[config.mk]
export PLATFORM = sky130hd
export DESIGN_NAME = usb_dev_fifo_irq_status
export DESIGN_NICKNAME = d
export VERILOG_FILES = /design/src/usb_fifo_evt_pkg.sv /design/src/event_flag_bank.sv /design/src/usb_dev_fifo_irq_status.sv
export VERILOG_INCLUDE_DIRS = /design/src /design/src/src
export SDC_FILE = /design/constraint.sdc
export NUM_CORES = 1
export LEC_CHECK = 0
export BUFFER_PORTS_ARGS = -buffer_cell sky130_fd_sc_hd__buf_4
export CAP_MARGIN = 10
export CORE_UTILIZATION = 42
export CTS_CLUSTER_DIAMETER = 50
export DETAILED_ROUTE_END_ITERATION = 12
export PLACE_DENSITY = 0.66
export RECOVER_POWER = 50
export SYNTH_ARGS = -nofsm -noshare
export SYNTH_HDL_FRONTEND = slang
export SYNTH_HIERARCHICAL = 1
export SYNTH_SLANG_ARGS = --single-unit
[constraint.sdc]
create_clock -name clk -period 8.4 [get_ports clk]
set_input_delay 0.42 -clock clk [delete_from_list [all_inputs] [get_ports clk]]
set_output_delay 0.42 -clock clk [all_outputs]
set_load 0.05 [all_outputs]
[src/usb_fifo_evt_map.svh]
`ifndef USB_FIFO_EVT_MAP_SVH
`define USB_FIFO_EVT_MAP_SVH

// register byte addresses
`define EVT_STATUS_CTRL_ADDR    32'h90103000
`define EVT_STATUS_EP1_4_ADDR   32'h90103010
`define EVT_STATUS_EP5_8_ADDR   32'h90103020

// flag positions inside one eight-bit slot
`define SLOT_OK_BIT             3'h7
`define SLOT_REFUSED_BIT        3'h6
`define SLOT_FAULT_BIT          3'h5
`define SLOT_WIDTH              8

// slot numbers inside a register
`define SLOT_LOW                2'h0
`define SLOT_MID_LOW            2'h1
`define SLOT_MID_HIGH           2'h2
`define SLOT_HIGH               2'h3

// implemented flag bits per register
`define CTRL_VALID_MASK         32'h0000e0e0
`define EP_VALID_MASK           32'he0e0e0e0

// reset values
`define EVT_STATUS_RESET        32'h00000000
`define RDATA_RESET             32'h00000000

// bus responses
`define RESP_OKAY               2'h0
`define RESP_DECERR             2'h3

`endif

[src/usb_fifo_evt_pkg.sv]
package usb_fifo_evt_pkg;

    // write channel progress, gray coded along idle -> resp -> idle
    typedef enum logic [1:0] {
        WR_IDLE      = 2'h0,
        WR_RESP      = 2'h1,
        WR_HAVE_ADDR = 2'h2,
        WR_HAVE_DATA = 2'h3
    } wr_state_e;

    typedef logic [31:0] word_t;
    typedef logic [1:0]  resp_t;
    typedef logic [2:0]  triplet_t;

endpackage

[src/event_flag_bank.sv]
`timescale 1ns/1ps
`include "usb_fifo_evt_map.svh"

module event_flag_bank
    import usb_fifo_evt_pkg::*;
#(
    parameter word_t VALID_MASK = `EP_VALID_MASK
) (
    // clock and reset
    input  wire logic        clk,
    input  wire logic        sys_rst,
    // hardware events
    input  wire word_t       set_evt,
    // software write
    input  wire logic        wr_en,
    input  wire word_t       wr_data,
    input  wire logic [3:0]  wr_strb,
    // flag state
    output word_t            flags
);

    word_t wr_ones;
    word_t next_flags;

    always_comb begin
        for (int b = 0; b < 4; b++) begin
            wr_ones[b*`SLOT_WIDTH +: `SLOT_WIDTH] =
                (wr_en && wr_strb[b]) ? wr_data[b*`SLOT_WIDTH +: `SLOT_WIDTH] : 8'h00;
        end
    end

    // one written to a set flag clears it, to a clear flag sets it
    // a hardware event wins over a clearing write in the same cycle
    assign next_flags = ((flags ^ wr_ones) | set_evt) & VALID_MASK;

    always_ff @(posedge clk or posedge sys_rst) begin
        if (sys_rst) begin
            flags <= `EVT_STATUS_RESET;
        end else begin
            flags <= next_flags;
        end
    end

endmodule // event_flag_bank

[src/usb_dev_fifo_irq_status.sv]
// The AXI4-Lite register port was left to the implementer.
`timescale 1ns/1ps
`include "usb_fifo_evt_map.svh"

module usb_dev_fifo_irq_status
    import usb_fifo_evt_pkg::*;
(
    // clock and reset
    input  wire logic        clk,
    input  wire logic        sys_rst,
    // write address channel
    input  wire logic        s_axi_awvalid,
    output logic             s_axi_awready,
    input  wire logic [31:0] s_axi_awaddr,
    input  wire logic [2:0]  s_axi_awprot,
    // write data channel
    input  wire logic        s_axi_wvalid,
    output logic             s_axi_wready,
    input  wire logic [31:0] s_axi_wdata,
    input  wire logic [3:0]  s_axi_wstrb,
    // write response channel
    output logic             s_axi_bvalid,
    input  wire logic        s_axi_bready,
    output logic [1:0]       s_axi_bresp,
    // read address channel
    input  wire logic        s_axi_arvalid,
    output logic             s_axi_arready,
    input  wire logic [31:0] s_axi_araddr,
    input  wire logic [2:0]  s_axi_arprot,
    // read data channel
    output logic             s_axi_rvalid,
    input  wire logic        s_axi_rready,
    output logic [31:0]      s_axi_rdata,
    output logic [1:0]       s_axi_rresp,
    // control endpoint out events
    input  wire logic        fifo1_handshake_ok,
    input  wire logic        fifo1_refused,
    input  wire logic        fifo1_fault,
    // control endpoint in events
    input  wire logic        fifo2_handshake_ok,
    input  wire logic        fifo2_refused,
    input  wire logic        fifo2_fault,
    // endpoint 1 events
    input  wire logic        fifo3_handshake_ok,
    input  wire logic        fifo3_refused,
    input  wire logic        fifo3_fault,
    // endpoint 2 events
    input  wire logic        fifo4_handshake_ok,
    input  wire logic        fifo4_refused,
    input  wire logic        fifo4_fault,
    // endpoint 3 events
    input  wire logic        fifo5_handshake_ok,
    input  wire logic        fifo5_refused,
    input  wire logic        fifo5_fault,
    // endpoint 4 events
    input  wire logic        fifo6_handshake_ok,
    input  wire logic        fifo6_refused,
    input  wire logic        fifo6_fault,
    // endpoint 5 events
    input  wire logic        fifo7_handshake_ok,
    input  wire logic        fifo7_refused,
    input  wire logic        fifo7_fault,
    // endpoint 6 events
    input  wire logic        fifo8_handshake_ok,
    input  wire logic        fifo8_refused,
    input  wire logic        fifo8_fault,
    // endpoint 7 events
    input  wire logic        fifo9_handshake_ok,
    input  wire logic        fifo9_refused,
    input  wire logic        fifo9_fault,
    // endpoint 8 events
    input  wire logic        fifo10_handshake_ok,
    input  wire logic        fifo10_refused,
    input  wire logic        fifo10_fault
);

    // places an ok, refused, fault triplet into its slot of a register
    function automatic word_t place_triplet(input triplet_t evt, input logic [1:0] slot);
        word_t w;
        w = '0;
        w[{slot, `SLOT_OK_BIT}]      = evt[2];
        w[{slot, `SLOT_REFUSED_BIT}] = evt[1];
        w[{slot, `SLOT_FAULT_BIT}]   = evt[0];
        return w;
    endfunction

    // register decode, one hot over the three status words
    function automatic logic [2:0] decode_addr(input logic [31:0] addr);
        logic [2:0] sel;
        sel    = 3'h0;
        sel[0] = (addr == `EVT_STATUS_CTRL_ADDR);
        sel[1] = (addr == `EVT_STATUS_EP1_4_ADDR);
        sel[2] = (addr == `EVT_STATUS_EP5_8_ADDR);
        return sel;
    endfunction

    word_t      set_ctrl;
    word_t      set_ep1_4;
    word_t      set_ep5_8;
    word_t      fifo_event_status_ctrl_ep;
    word_t      fifo_event_status_ep1_ep4;
    word_t      fifo_event_status_ep5_ep8;

    wr_state_e  wr_state;
    wr_state_e  next_wr_state;
    logic       aw_hs;
    logic       w_hs;
    logic       wr_fire;
    logic [31:0] aw_addr_q;
    word_t      w_data_q;
    logic [3:0] w_strb_q;
    logic [31:0] wr_addr;
    word_t      wr_data;
    logic [3:0] wr_strb;
    logic [2:0] wr_sel;
    logic [2:0] rd_sel;
    logic       ar_hs;

    // event vectors, one triplet per fifo
    always_comb begin
        set_ctrl = place_triplet({fifo2_handshake_ok, fifo2_refused, fifo2_fault},
                                 `SLOT_MID_LOW)
                 | place_triplet({fifo1_handshake_ok, fifo1_refused, fifo1_fault},
                                 `SLOT_LOW);
        set_ep1_4 = place_triplet({fifo6_handshake_ok, fifo6_refused, fifo6_fault},
                                  `SLOT_HIGH)
                  | place_triplet({fifo5_handshake_ok, fifo5_refused, fifo5_fault},
                                  `SLOT_MID_HIGH)
                  | place_triplet({fifo4_handshake_ok, fifo4_refused, fifo4_fault},
                                  `SLOT_MID_LOW)
                  | place_triplet({fifo3_handshake_ok, fifo3_refused, fifo3_fault},
                                  `SLOT_LOW);
        set_ep5_8 = place_triplet({fifo10_handshake_ok, fifo10_refused, fifo10_fault},
                                  `SLOT_HIGH)
                  | place_triplet({fifo9_handshake_ok, fifo9_refused, fifo9_fault},
                                  `SLOT_MID_HIGH)
                  | place_triplet({fifo8_handshake_ok, fifo8_refused, fifo8_fault},
                                  `SLOT_MID_LOW)
                  | place_triplet({fifo7_handshake_ok, fifo7_refused, fifo7_fault},
                                  `SLOT_LOW);
    end

    // write channel handshakes
    assign s_axi_awready = (wr_state == WR_IDLE) || (wr_state == WR_HAVE_DATA);
    assign s_axi_wready  = (wr_state == WR_IDLE) || (wr_state == WR_HAVE_ADDR);
    assign s_axi_bvalid  = (wr_state == WR_RESP);
    assign aw_hs         = s_axi_awvalid && s_axi_awready;
    assign w_hs          = s_axi_wvalid && s_axi_wready;

    // write completes once both address and data are in hand
    assign wr_fire = (aw_hs || (wr_state == WR_HAVE_ADDR))
                  && (w_hs || (wr_state == WR_HAVE_DATA));
    assign wr_addr = aw_hs ? s_axi_awaddr : aw_addr_q;
    assign wr_data = w_hs ? s_axi_wdata : w_data_q;
    assign wr_strb = w_hs ? s_axi_wstrb : w_strb_q;
    assign wr_sel  = wr_fire ? decode_addr(wr_addr) : 3'h0;

    always_comb begin
        next_wr_state = wr_state;
        case (wr_state)
            WR_IDLE: begin
                if (wr_fire) begin
                    next_wr_state = WR_RESP;
                end else if (aw_hs) begin
                    next_wr_state = WR_HAVE_ADDR;
                end else if (w_hs) begin
                    next_wr_state = WR_HAVE_DATA;
                end
            end
            WR_HAVE_ADDR: begin
                if (w_hs) begin
                    next_wr_state = WR_RESP;
                end
            end
            WR_HAVE_DATA: begin
                if (aw_hs) begin
                    next_wr_state = WR_RESP;
                end
            end
            WR_RESP: begin
                if (s_axi_bready) begin
                    next_wr_state = WR_IDLE;
                end
            end
            default: begin
                next_wr_state = WR_IDLE;
            end
        endcase
    end

    always_ff @(posedge clk or posedge sys_rst) begin
        if (sys_rst) begin
            wr_state <= WR_IDLE;
        end else begin
            wr_state <= next_wr_state;
        end
    end

    // held write address and data
    always_ff @(posedge clk or posedge sys_rst) begin
        if (sys_rst) begin
            aw_addr_q <= `EVT_STATUS_RESET;
            w_data_q  <= `EVT_STATUS_RESET;
            w_strb_q  <= 4'h0;
        end else begin
            if (aw_hs) begin
                aw_addr_q <= s_axi_awaddr;
            end
            if (w_hs) begin
                w_data_q <= s_axi_wdata;
                w_strb_q <= s_axi_wstrb;
            end
        end
    end

    // write response, unmapped addresses answer decode error
    always_ff @(posedge clk or posedge sys_rst) begin
        if (sys_rst) begin
            s_axi_bresp <= `RESP_OKAY;
        end else if (wr_fire) begin
            s_axi_bresp <= (decode_addr(wr_addr) != 3'h0) ? `RESP_OKAY : `RESP_DECERR;
        end
    end

    // flag banks; masks keep unused and reserved bits at zero
    event_flag_bank #(
        .VALID_MASK (`CTRL_VALID_MASK)
    ) u_bank_ctrl (
        .clk     (clk),
        .sys_rst (sys_rst),
        .set_evt (set_ctrl),
        .wr_en   (wr_sel[0]),
        .wr_data (wr_data),
        .wr_strb (wr_strb),
        .flags   (fifo_event_status_ctrl_ep)
    );

    event_flag_bank #(
        .VALID_MASK (`EP_VALID_MASK)
    ) u_bank_ep1_4 (
        .clk     (clk),
        .sys_rst (sys_rst),
        .set_evt (set_ep1_4),
        .wr_en   (wr_sel[1]),
        .wr_data (wr_data),
        .wr_strb (wr_strb),
        .flags   (fifo_event_status_ep1_ep4)
    );

    event_flag_bank #(
        .VALID_MASK (`EP_VALID_MASK)
    ) u_bank_ep5_8 (
        .clk     (clk),
        .sys_rst (sys_rst),
        .set_evt (set_ep5_8),
        .wr_en   (wr_sel[2]),
        .wr_data (wr_data),
        .wr_strb (wr_strb),
        .flags   (fifo_event_status_ep5_ep8)
    );

    // read channel: one read at a time, data from flops
    assign s_axi_arready = !s_axi_rvalid;
    assign ar_hs         = s_axi_arvalid && s_axi_arready;
    assign rd_sel        = decode_addr(s_axi_araddr);

    always_ff @(posedge clk or posedge sys_rst) begin
        if (sys_rst) begin
            s_axi_rvalid <= 1'b0;
        end else if (ar_hs) begin
            s_axi_rvalid <= 1'b1;
        end else if (s_axi_rready) begin
            s_axi_rvalid <= 1'b0;
        end
    end

    always_ff @(posedge clk or posedge sys_rst) begin
        if (sys_rst) begin
            s_axi_rdata <= `RDATA_RESET;
            s_axi_rresp <= `RESP_OKAY;
        end else if (ar_hs) begin
            s_axi_rresp <= (rd_sel != 3'h0) ? `RESP_OKAY : `RESP_DECERR;
            s_axi_rdata <= ({32{rd_sel[0]}} & fifo_event_status_ctrl_ep)
                         | ({32{rd_sel[1]}} & fifo_event_status_ep1_ep4)
                         | ({32{rd_sel[2]}} & fifo_event_status_ep5_ep8);
        end
    end

endmodule // usb_dev_fifo_irq_status

# [After elaboration in Yosys (flattened, before gate mapping)]
# Index checks and enable logic that the tools add are counted.
[word_totals] regBits=137 latchBits=0 memories=0 out_inout_bits=41 mem_bits_rw=0 mem_bits_ro=0
[classes] n_eq_ne=13 muxes=25 multipliers=0 n_div=0 n_bitwise=18 reduce_logical=24 n_addsub=0 n_shift=0 magnitude_cmp=0
[ops] op="== test 32 bit, second input constant" n=6
[ops] op="bitwise OR 32 bit" n=4
[ops] op="2-to-1 mux 8 bit" n=10
[ops] op="bitwise AND 32 bit" n=2
[ops] op="2-to-1 mux 32 bit" n=2
[ops] op="bitwise OR 32 x 16 -> 32 bit" n=2
[ops] op="bitwise OR 32 x 24 -> 32 bit" n=2
[ops] op="bitwise OR 32 x 8 -> 32 bit" n=2
[ops] op="bitwise XOR 32 bit" n=2
[ops] op="bitwise AND 32 x 16 -> 32 bit" n=1
[ops] op="2-to-1 mux 2 bit" n=8
[ops] op="bitwise OR 16 bit" n=1
[ops] op="bitwise OR 16 x 8 -> 16 bit" n=1
[ops] op="bitwise XOR 16 bit" n=1
[ops] op="logical AND 1 bit" n=14
[ops] op="case mux 2 bit (4 select lines)" n=1
[ops] op="nonzero test 3 bit" n=2
[ops] op="== test 2 bit, second input constant" n=2
[ops] op="logical OR 1 bit" n=4
[ops] op="2-to-1 mux 4 bit" n=1
[ops] op="!= test 2 bit, second input constant" n=2
[ops] op="!= test 4 bit, second input constant" n=1
[ops] op="AND reduction 4 bit" n=1
[ops] op="2-to-1 mux 3 bit" n=1
[ops] op="6 further kinds" n=7

# [Logic depth before layout (Yosys ltp)]
[logic_depth] ltp_word=10 depth_mapped=10 ltp_nobuf=8

# [Modules after synthesis]
# The synthesis kept the hierarchy.
[modules_own_cells] mod="usb_dev_fifo_irq_status" cells_each=504 instances=1 area_per_inst_um2=5213.8
[modules_own_cells] mod="event_flag_bank at u_bank_ep1_4 ..." cells_each=72 instances=2 area_per_inst_um2=750.7
[modules_own_cells] mod="event_flag_bank at u_bank_ctrl" cells_each=53 instances=1 area_per_inst_um2=499.2

# [Worst setup path after synthesis]
# No wires, ideal clock.
[synth_timing] kind="reg2reg" start="register wr_state[0]" end="register u_bank_ctrl.flags[13]" stages_incl_launch_ff=9 slack_ns=5.901 synth_period_minus_slack_ns=2.499 t_required_ns=8.282 setup_time_ns=0.118 t_arrival_ns=2.381 cell_sequence="dfrtp_1 > inv_1 > ha_1 > or2_2 > nand2_1 > buf_4 > mux2_2 > a31o_2 > a21o_1"
[synth_rtl] item="from (decl)" line="usb_dev_fifo_irq_status.sv:104" rtl="wr_state_e wr_state;"
[synth_rtl] item="from (signal assigned)" line="usb_dev_fifo_irq_status.sv:195" rtl="wr_state <= next_wr_state;"
[synth_rtl] item="== test 2 bit / logical NOT 2 bit (equally long branches)" line="usb_dev_fifo_irq_status.sv:145" rtl="assign s_axi_wready = (wr_state == WR_IDLE) || (wr_state == WR_HAVE_ADDR);"
[synth_rtl] item="logical OR 1 bit (*)" line="usb_dev_fifo_irq_status.sv:145"
[synth_rtl] item="named net s_axi_wready" line="usb_dev_fifo_irq_status.sv:18" rtl="output logic s_axi_wready,"
[synth_rtl] item="logical AND 1 bit (*)" line="usb_dev_fifo_irq_status.sv:148" rtl="assign w_hs = s_axi_wvalid && s_axi_wready;"
[synth_rtl] item="2-to-1 mux 32 bit (*)"
[synth_rtl] item="named net wr_data[13]" line="usb_dev_fifo_irq_status.sv:113" rtl="word_t wr_data;"
[synth_rtl] item="2-to-1 mux 8 bit (*)" line="event_flag_bank.sv:28" rtl="(wr_en && wr_strb[b]) ? wr_data[b*`SLOT_WIDTH +: `SLOT_WIDTH] : 8'h00;"
[synth_rtl] item="bitwise XOR 16 bit (*)" line="event_flag_bank.sv:34" rtl="assign next_flags = ((flags ^ wr_ones) | set_evt) & VALID_MASK;"
[synth_rtl] item="bitwise OR 16 bit (*)" line="event_flag_bank.sv:34"
[synth_rtl] item="named net u_bank_ctrl.next_flags[13]" line="event_flag_bank.sv:23" rtl="word_t next_flags;"
[synth_rtl] item="to (signal assigned)" line="event_flag_bank.sv:38" rtl="flags <= `EVT_STATUS_RESET;"
[synth_rtl] item="to (signal assigned)" line="event_flag_bank.sv:40" rtl="flags <= next_flags;"
[synth_rtl] item="to (decl)" line="event_flag_bank.sv:19" rtl="output word_t flags"
# The timed path passes the listed nets; every way through them passes the cells marked *.
# A chain may end at the register's enable or synchronous reset.

# [Final worst setup path]
[layout_timing] start="register s_axi_rvalid" end="register s_axi_rresp[0]"
[layout_via] elab_chain_len=2
[layout_rtl] item="from (decl)" line="usb_dev_fifo_irq_status.sv:31" rtl="output logic s_axi_rvalid,"
[layout_rtl] item="from (signal assigned)" line="usb_dev_fifo_irq_status.sv:269" rtl="s_axi_rvalid <= 1'b0;"
[layout_rtl] item="from (signal assigned)" line="usb_dev_fifo_irq_status.sv:271" rtl="s_axi_rvalid <= 1'b1;"
[layout_rtl] item="from (signal assigned)" line="usb_dev_fifo_irq_status.sv:273" rtl="s_axi_rvalid <= 1'b0;"
[layout_rtl] item="logical NOT 1 bit" line="usb_dev_fifo_irq_status.sv:263" rtl="assign s_axi_arready = !s_axi_rvalid;"
[layout_rtl] item="logical AND 1 bit" line="usb_dev_fifo_irq_status.sv:264" rtl="assign ar_hs = s_axi_arvalid && s_axi_arready;"
[layout_rtl] item="to (signal assigned)" line="usb_dev_fifo_irq_status.sv:280" rtl="s_axi_rresp <= `RESP_OKAY;"
[layout_rtl] item="to (signal assigned)" line="usb_dev_fifo_irq_status.sv:282" rtl="s_axi_rresp <= (rd_sel != 3'h0) ? `RESP_OKAY : `RESP_DECERR;"
[layout_rtl] item="to (decl)" line="usb_dev_fifo_irq_status.sv:34" rtl="output logic [1:0] s_axi_rresp,"
# No other way between the ends.

==> impl_results.md <==
- Outcome: finished with violations
- Failing checks: max-capacitance violations, max-slew violations
- CTS Buf Count: 17
- Worst Tran Pin Value: ~3.2 ns
- Placement-stage worst setup slack: ~5 ns
- Cell count after synthesis: 660
- Post-DRT Antenna Nets: 0
- Syn Std Cell Area: roughly 6500 um2
- Share of total power in sequential cells: between 30% and 40%
- Io pins: 184
- Syn_area_per_cell: approximately 10 um2
- Number of nets at the end of the flow: 947
- Iteration count of the initial detailed-routing pass: 4
- WP data required: roughly 8.6 ns
- Pwr Density: about 260 nW/um2
- Max Slew Vio Count: 111
- Part of the total power dissipated in the clock network: 34.3%
- Total negative slack for setup checks: 0 ns
- Final count of negative-setup-slack endpoints: 0
- Overall routing resource usage: between 20% and 30%
- Die Y-Extent: 126 um
- Crit path arrival time: between 3 and 4 ns
- Buffers inserted during post-CTS setup optimization: 0
- Port bufs: 157
- Clock Tree Root: sky130_fd_sc_hd__clkbuf_16
- Post-route worst setup slack: 5.03 ns
- Leakage power summed over all cells: 3.57 nW
- Cell-by-cell listing of the critical path: inv_1 > nand2_2 > clkbuf_1 > o21ai_0
- Total of warnings raised by yosys: 6
- Total stage count of the critical path: 4
- Internal power of the cells: about 1.3 mW
- DIE WIDTH: roughly 130 um
- Vias per Instance: ~5.1
- VDD IR max: 157 uV
- Critical path startpoint category: register
- Final critical path time including I/O delays and setup: around 3.4 ns
- Max stage delay cell, worst path: sky130_fd_sc_hd__clkbuf_1
- Total non-filler cell area in the finished layout: 7830 um2
- RD Place Congestion: between 0.7 and 0.8
- Hold-critical path depth: 2
- Net load switching power: about 0.68 mW
- Post-CTS clock slew at the launch and capture registers of the worst setup and hold paths: around 0.050 ns
- Clock tree skew after final layout: about 0.0080 ns
- Site row count: 45
- Depth of the worst register-to-register path: 4
- Number of instances resized during post-cts repair: 0
- Clock sink total: 115
- CP Buf/Inv Count: 2
- CP Capture Type: register
- Share of the clock period used by the worst path after layout: 40.1%
- Startpoint of the most critical hold path: s_axi_rready
- TritonCTS clock tree: done
- Fraction of power spent switching nets: between 30 and 40%
- DRT Wirelength: roughly 15 mm
- Highest Clock Rate: approximately 300 MHz
- Highest cell delay on the worst timing path: between 2 and 2.5 ns
- First-pass GRT wire length: 24.9 mm
- Detailed-route DRC error count: 0
- Total gr overflow: 0
- Filler cell count in the final layout: around 1400
- Util after Layout: about 52%
- Largest net degree at the start of global routing: around 70
- Half-perimeter wire length after placement: around 11 mm
- Number of failing hold endpoints at the final stage: 0
- Slack of the worst reg-to-reg path: approximately 5.0 ns
- Max-cap violation count: 2
- RSZ-0062 raised after global routing: no
- Worst Setup Path Type: reg2reg
- Hold-fix buffers, CTS: 1
- Overall power of the completed layout: between 2 and 2.5 mW
- R2R Path Start: s_axi_rvalid
- Diode insertion count for antenna repair: 0
- DRT iter0 DRCs: 214
- Worst-Skew Late Latency: 0.41 ns
- Clock Tree Buf Depth: 2
- Placeable core region: about 15000 um2
- Total cell area at the placement stage: ~7400 um2
- Share of final-layout standard cells stronger than drive strength 1: 25.4%
- Antenna violations before repair: 0
- Number of global-route vias before repair: 5033
- Cell family with the largest share of critical-path delay: buffers and inverters
- Max-slew headroom at the worst pin: -115%
- Total number of vias: approximately 5000
- Starting Density: a little over two fifths
- Destination of the worst register-to-register timing path: s_axi_rresp[0]
- H-Tree Level Count: 4
- Crit Path Max Fanout: between 60 and 70
- Hold path endpoint: s_axi_rvalid
- Full die area: 15900 um2
- Hold/Removal Path Class: in2reg
- Power share of the combinational group: between 20% and 30%
- Average detailed-routed wire length per instance: about 15 um
- Synth-to-Final Area Change: 20.7%
==> state kept, by name (all words and copies together), names as in the netlist, 2 cells and up <==
signal              cells
u_bank_ep5_8/flags     12
aw_addr_q              32
s_axi_rdata            32
wr_state                2
u_bank_ctrl/flags       6
u_bank_ep1_4/flags     12
w_data_q               12
w_strb_q                4
==> cell usage in the layout (no fill, tap or decap), types with 5 or more instances in the layout <==
cell,instances
sky130_fd_sc_hd__o31ai_1,11
sky130_fd_sc_hd__nor4_1,13
sky130_fd_sc_hd__a31o_2,7
sky130_fd_sc_hd__inv_1,8
sky130_fd_sc_hd__nand2_1,126
sky130_fd_sc_hd__a21oi_1,35
sky130_fd_sc_hd__mux2i_1,34
sky130_fd_sc_hd__buf_4,123
sky130_fd_sc_hd__ha_1,5
sky130_fd_sc_hd__dfrtp_1,115
sky130_fd_sc_hd__conb_1,66
sky130_fd_sc_hd__clkbuf_1,44
sky130_fd_sc_hd__clkbuf_16,17
sky130_fd_sc_hd__mux2_2,19
sky130_fd_sc_hd__clkbuf_8,6
sky130_fd_sc_hd__a31o_1,23
sky130_fd_sc_hd__nand4_1,34
sky130_fd_sc_hd__a21o_1,30
sky130_fd_sc_hd__nor2_1,36
sky130_fd_sc_hd__o31ai_2,21
==> power groups by stage <==
stage                     Clock [mW]  Sequential [mW]  Combinational (mW)
final                          0.692            0.731               0.592
after global placement             0            0.731               0.572
after detailed placement           0            0.740               0.595
after global routing           0.735            0.744               0.656
after floorplan                    0            0.729               0.462
after CTS                      0.710            0.731               0.597
==> worst max-delay path by stage <==
| stage | from | endpoint | slack (ns) |
|---|---|---|---|
| after floorplan | sys_rst | aw_addr_q[0] | 5.79 |
| after global placement | wr_state[0] | u_bank_ep1_4/flags[21] | 5.26 |
| after detailed placement | wr_state[0] | u_bank_ep1_4/flags[22] | 5.08 |
| after CTS | wr_state[0] | u_bank_ep1_4/flags[22] | 5.06 |
| after global routing | s_axi_rvalid | s_axi_rresp[0] | 4.58 |
| final | s_axi_rvalid | s_axi_rresp[0] | 5.03 |
==> layout make-up <==
class	count	area, um2	area share (%)
clock inverter	4	45.0	0.575
tap	188	235	3.01
clock buffer	27	523	6.68
inverter	9	35.0	0.448
timing repair buffer	164	1080	13.8
multi-input combinational	492	3030	38.7
sequential	115	2880	36.8
==> metal layers <==
layer	up-vias	track usage (%)	routed length (um)
met3	16	4.42	724
met2	135	35.7	7920
met5	-	0	0
met1	2464	24.0	6540
li1	2477	-	-
met4	0	8.01	246
==> stage by stage <==
| stage | instances | hold slack (ns) |
|---|---|---|
| 6_report | 999 | 0.179 |
| 5_1_grt | 999 | 0.169 |
| 4_1_cts | 999 | 0.159 |
| 3_5_place_dp | 967 | 0.395 |
| 3_3_place_gp | 967 | 0.386 |
| 2_1_floorplan | 723 | 0.211 |
No activity file was read; power rests on OpenSTA's default activity.
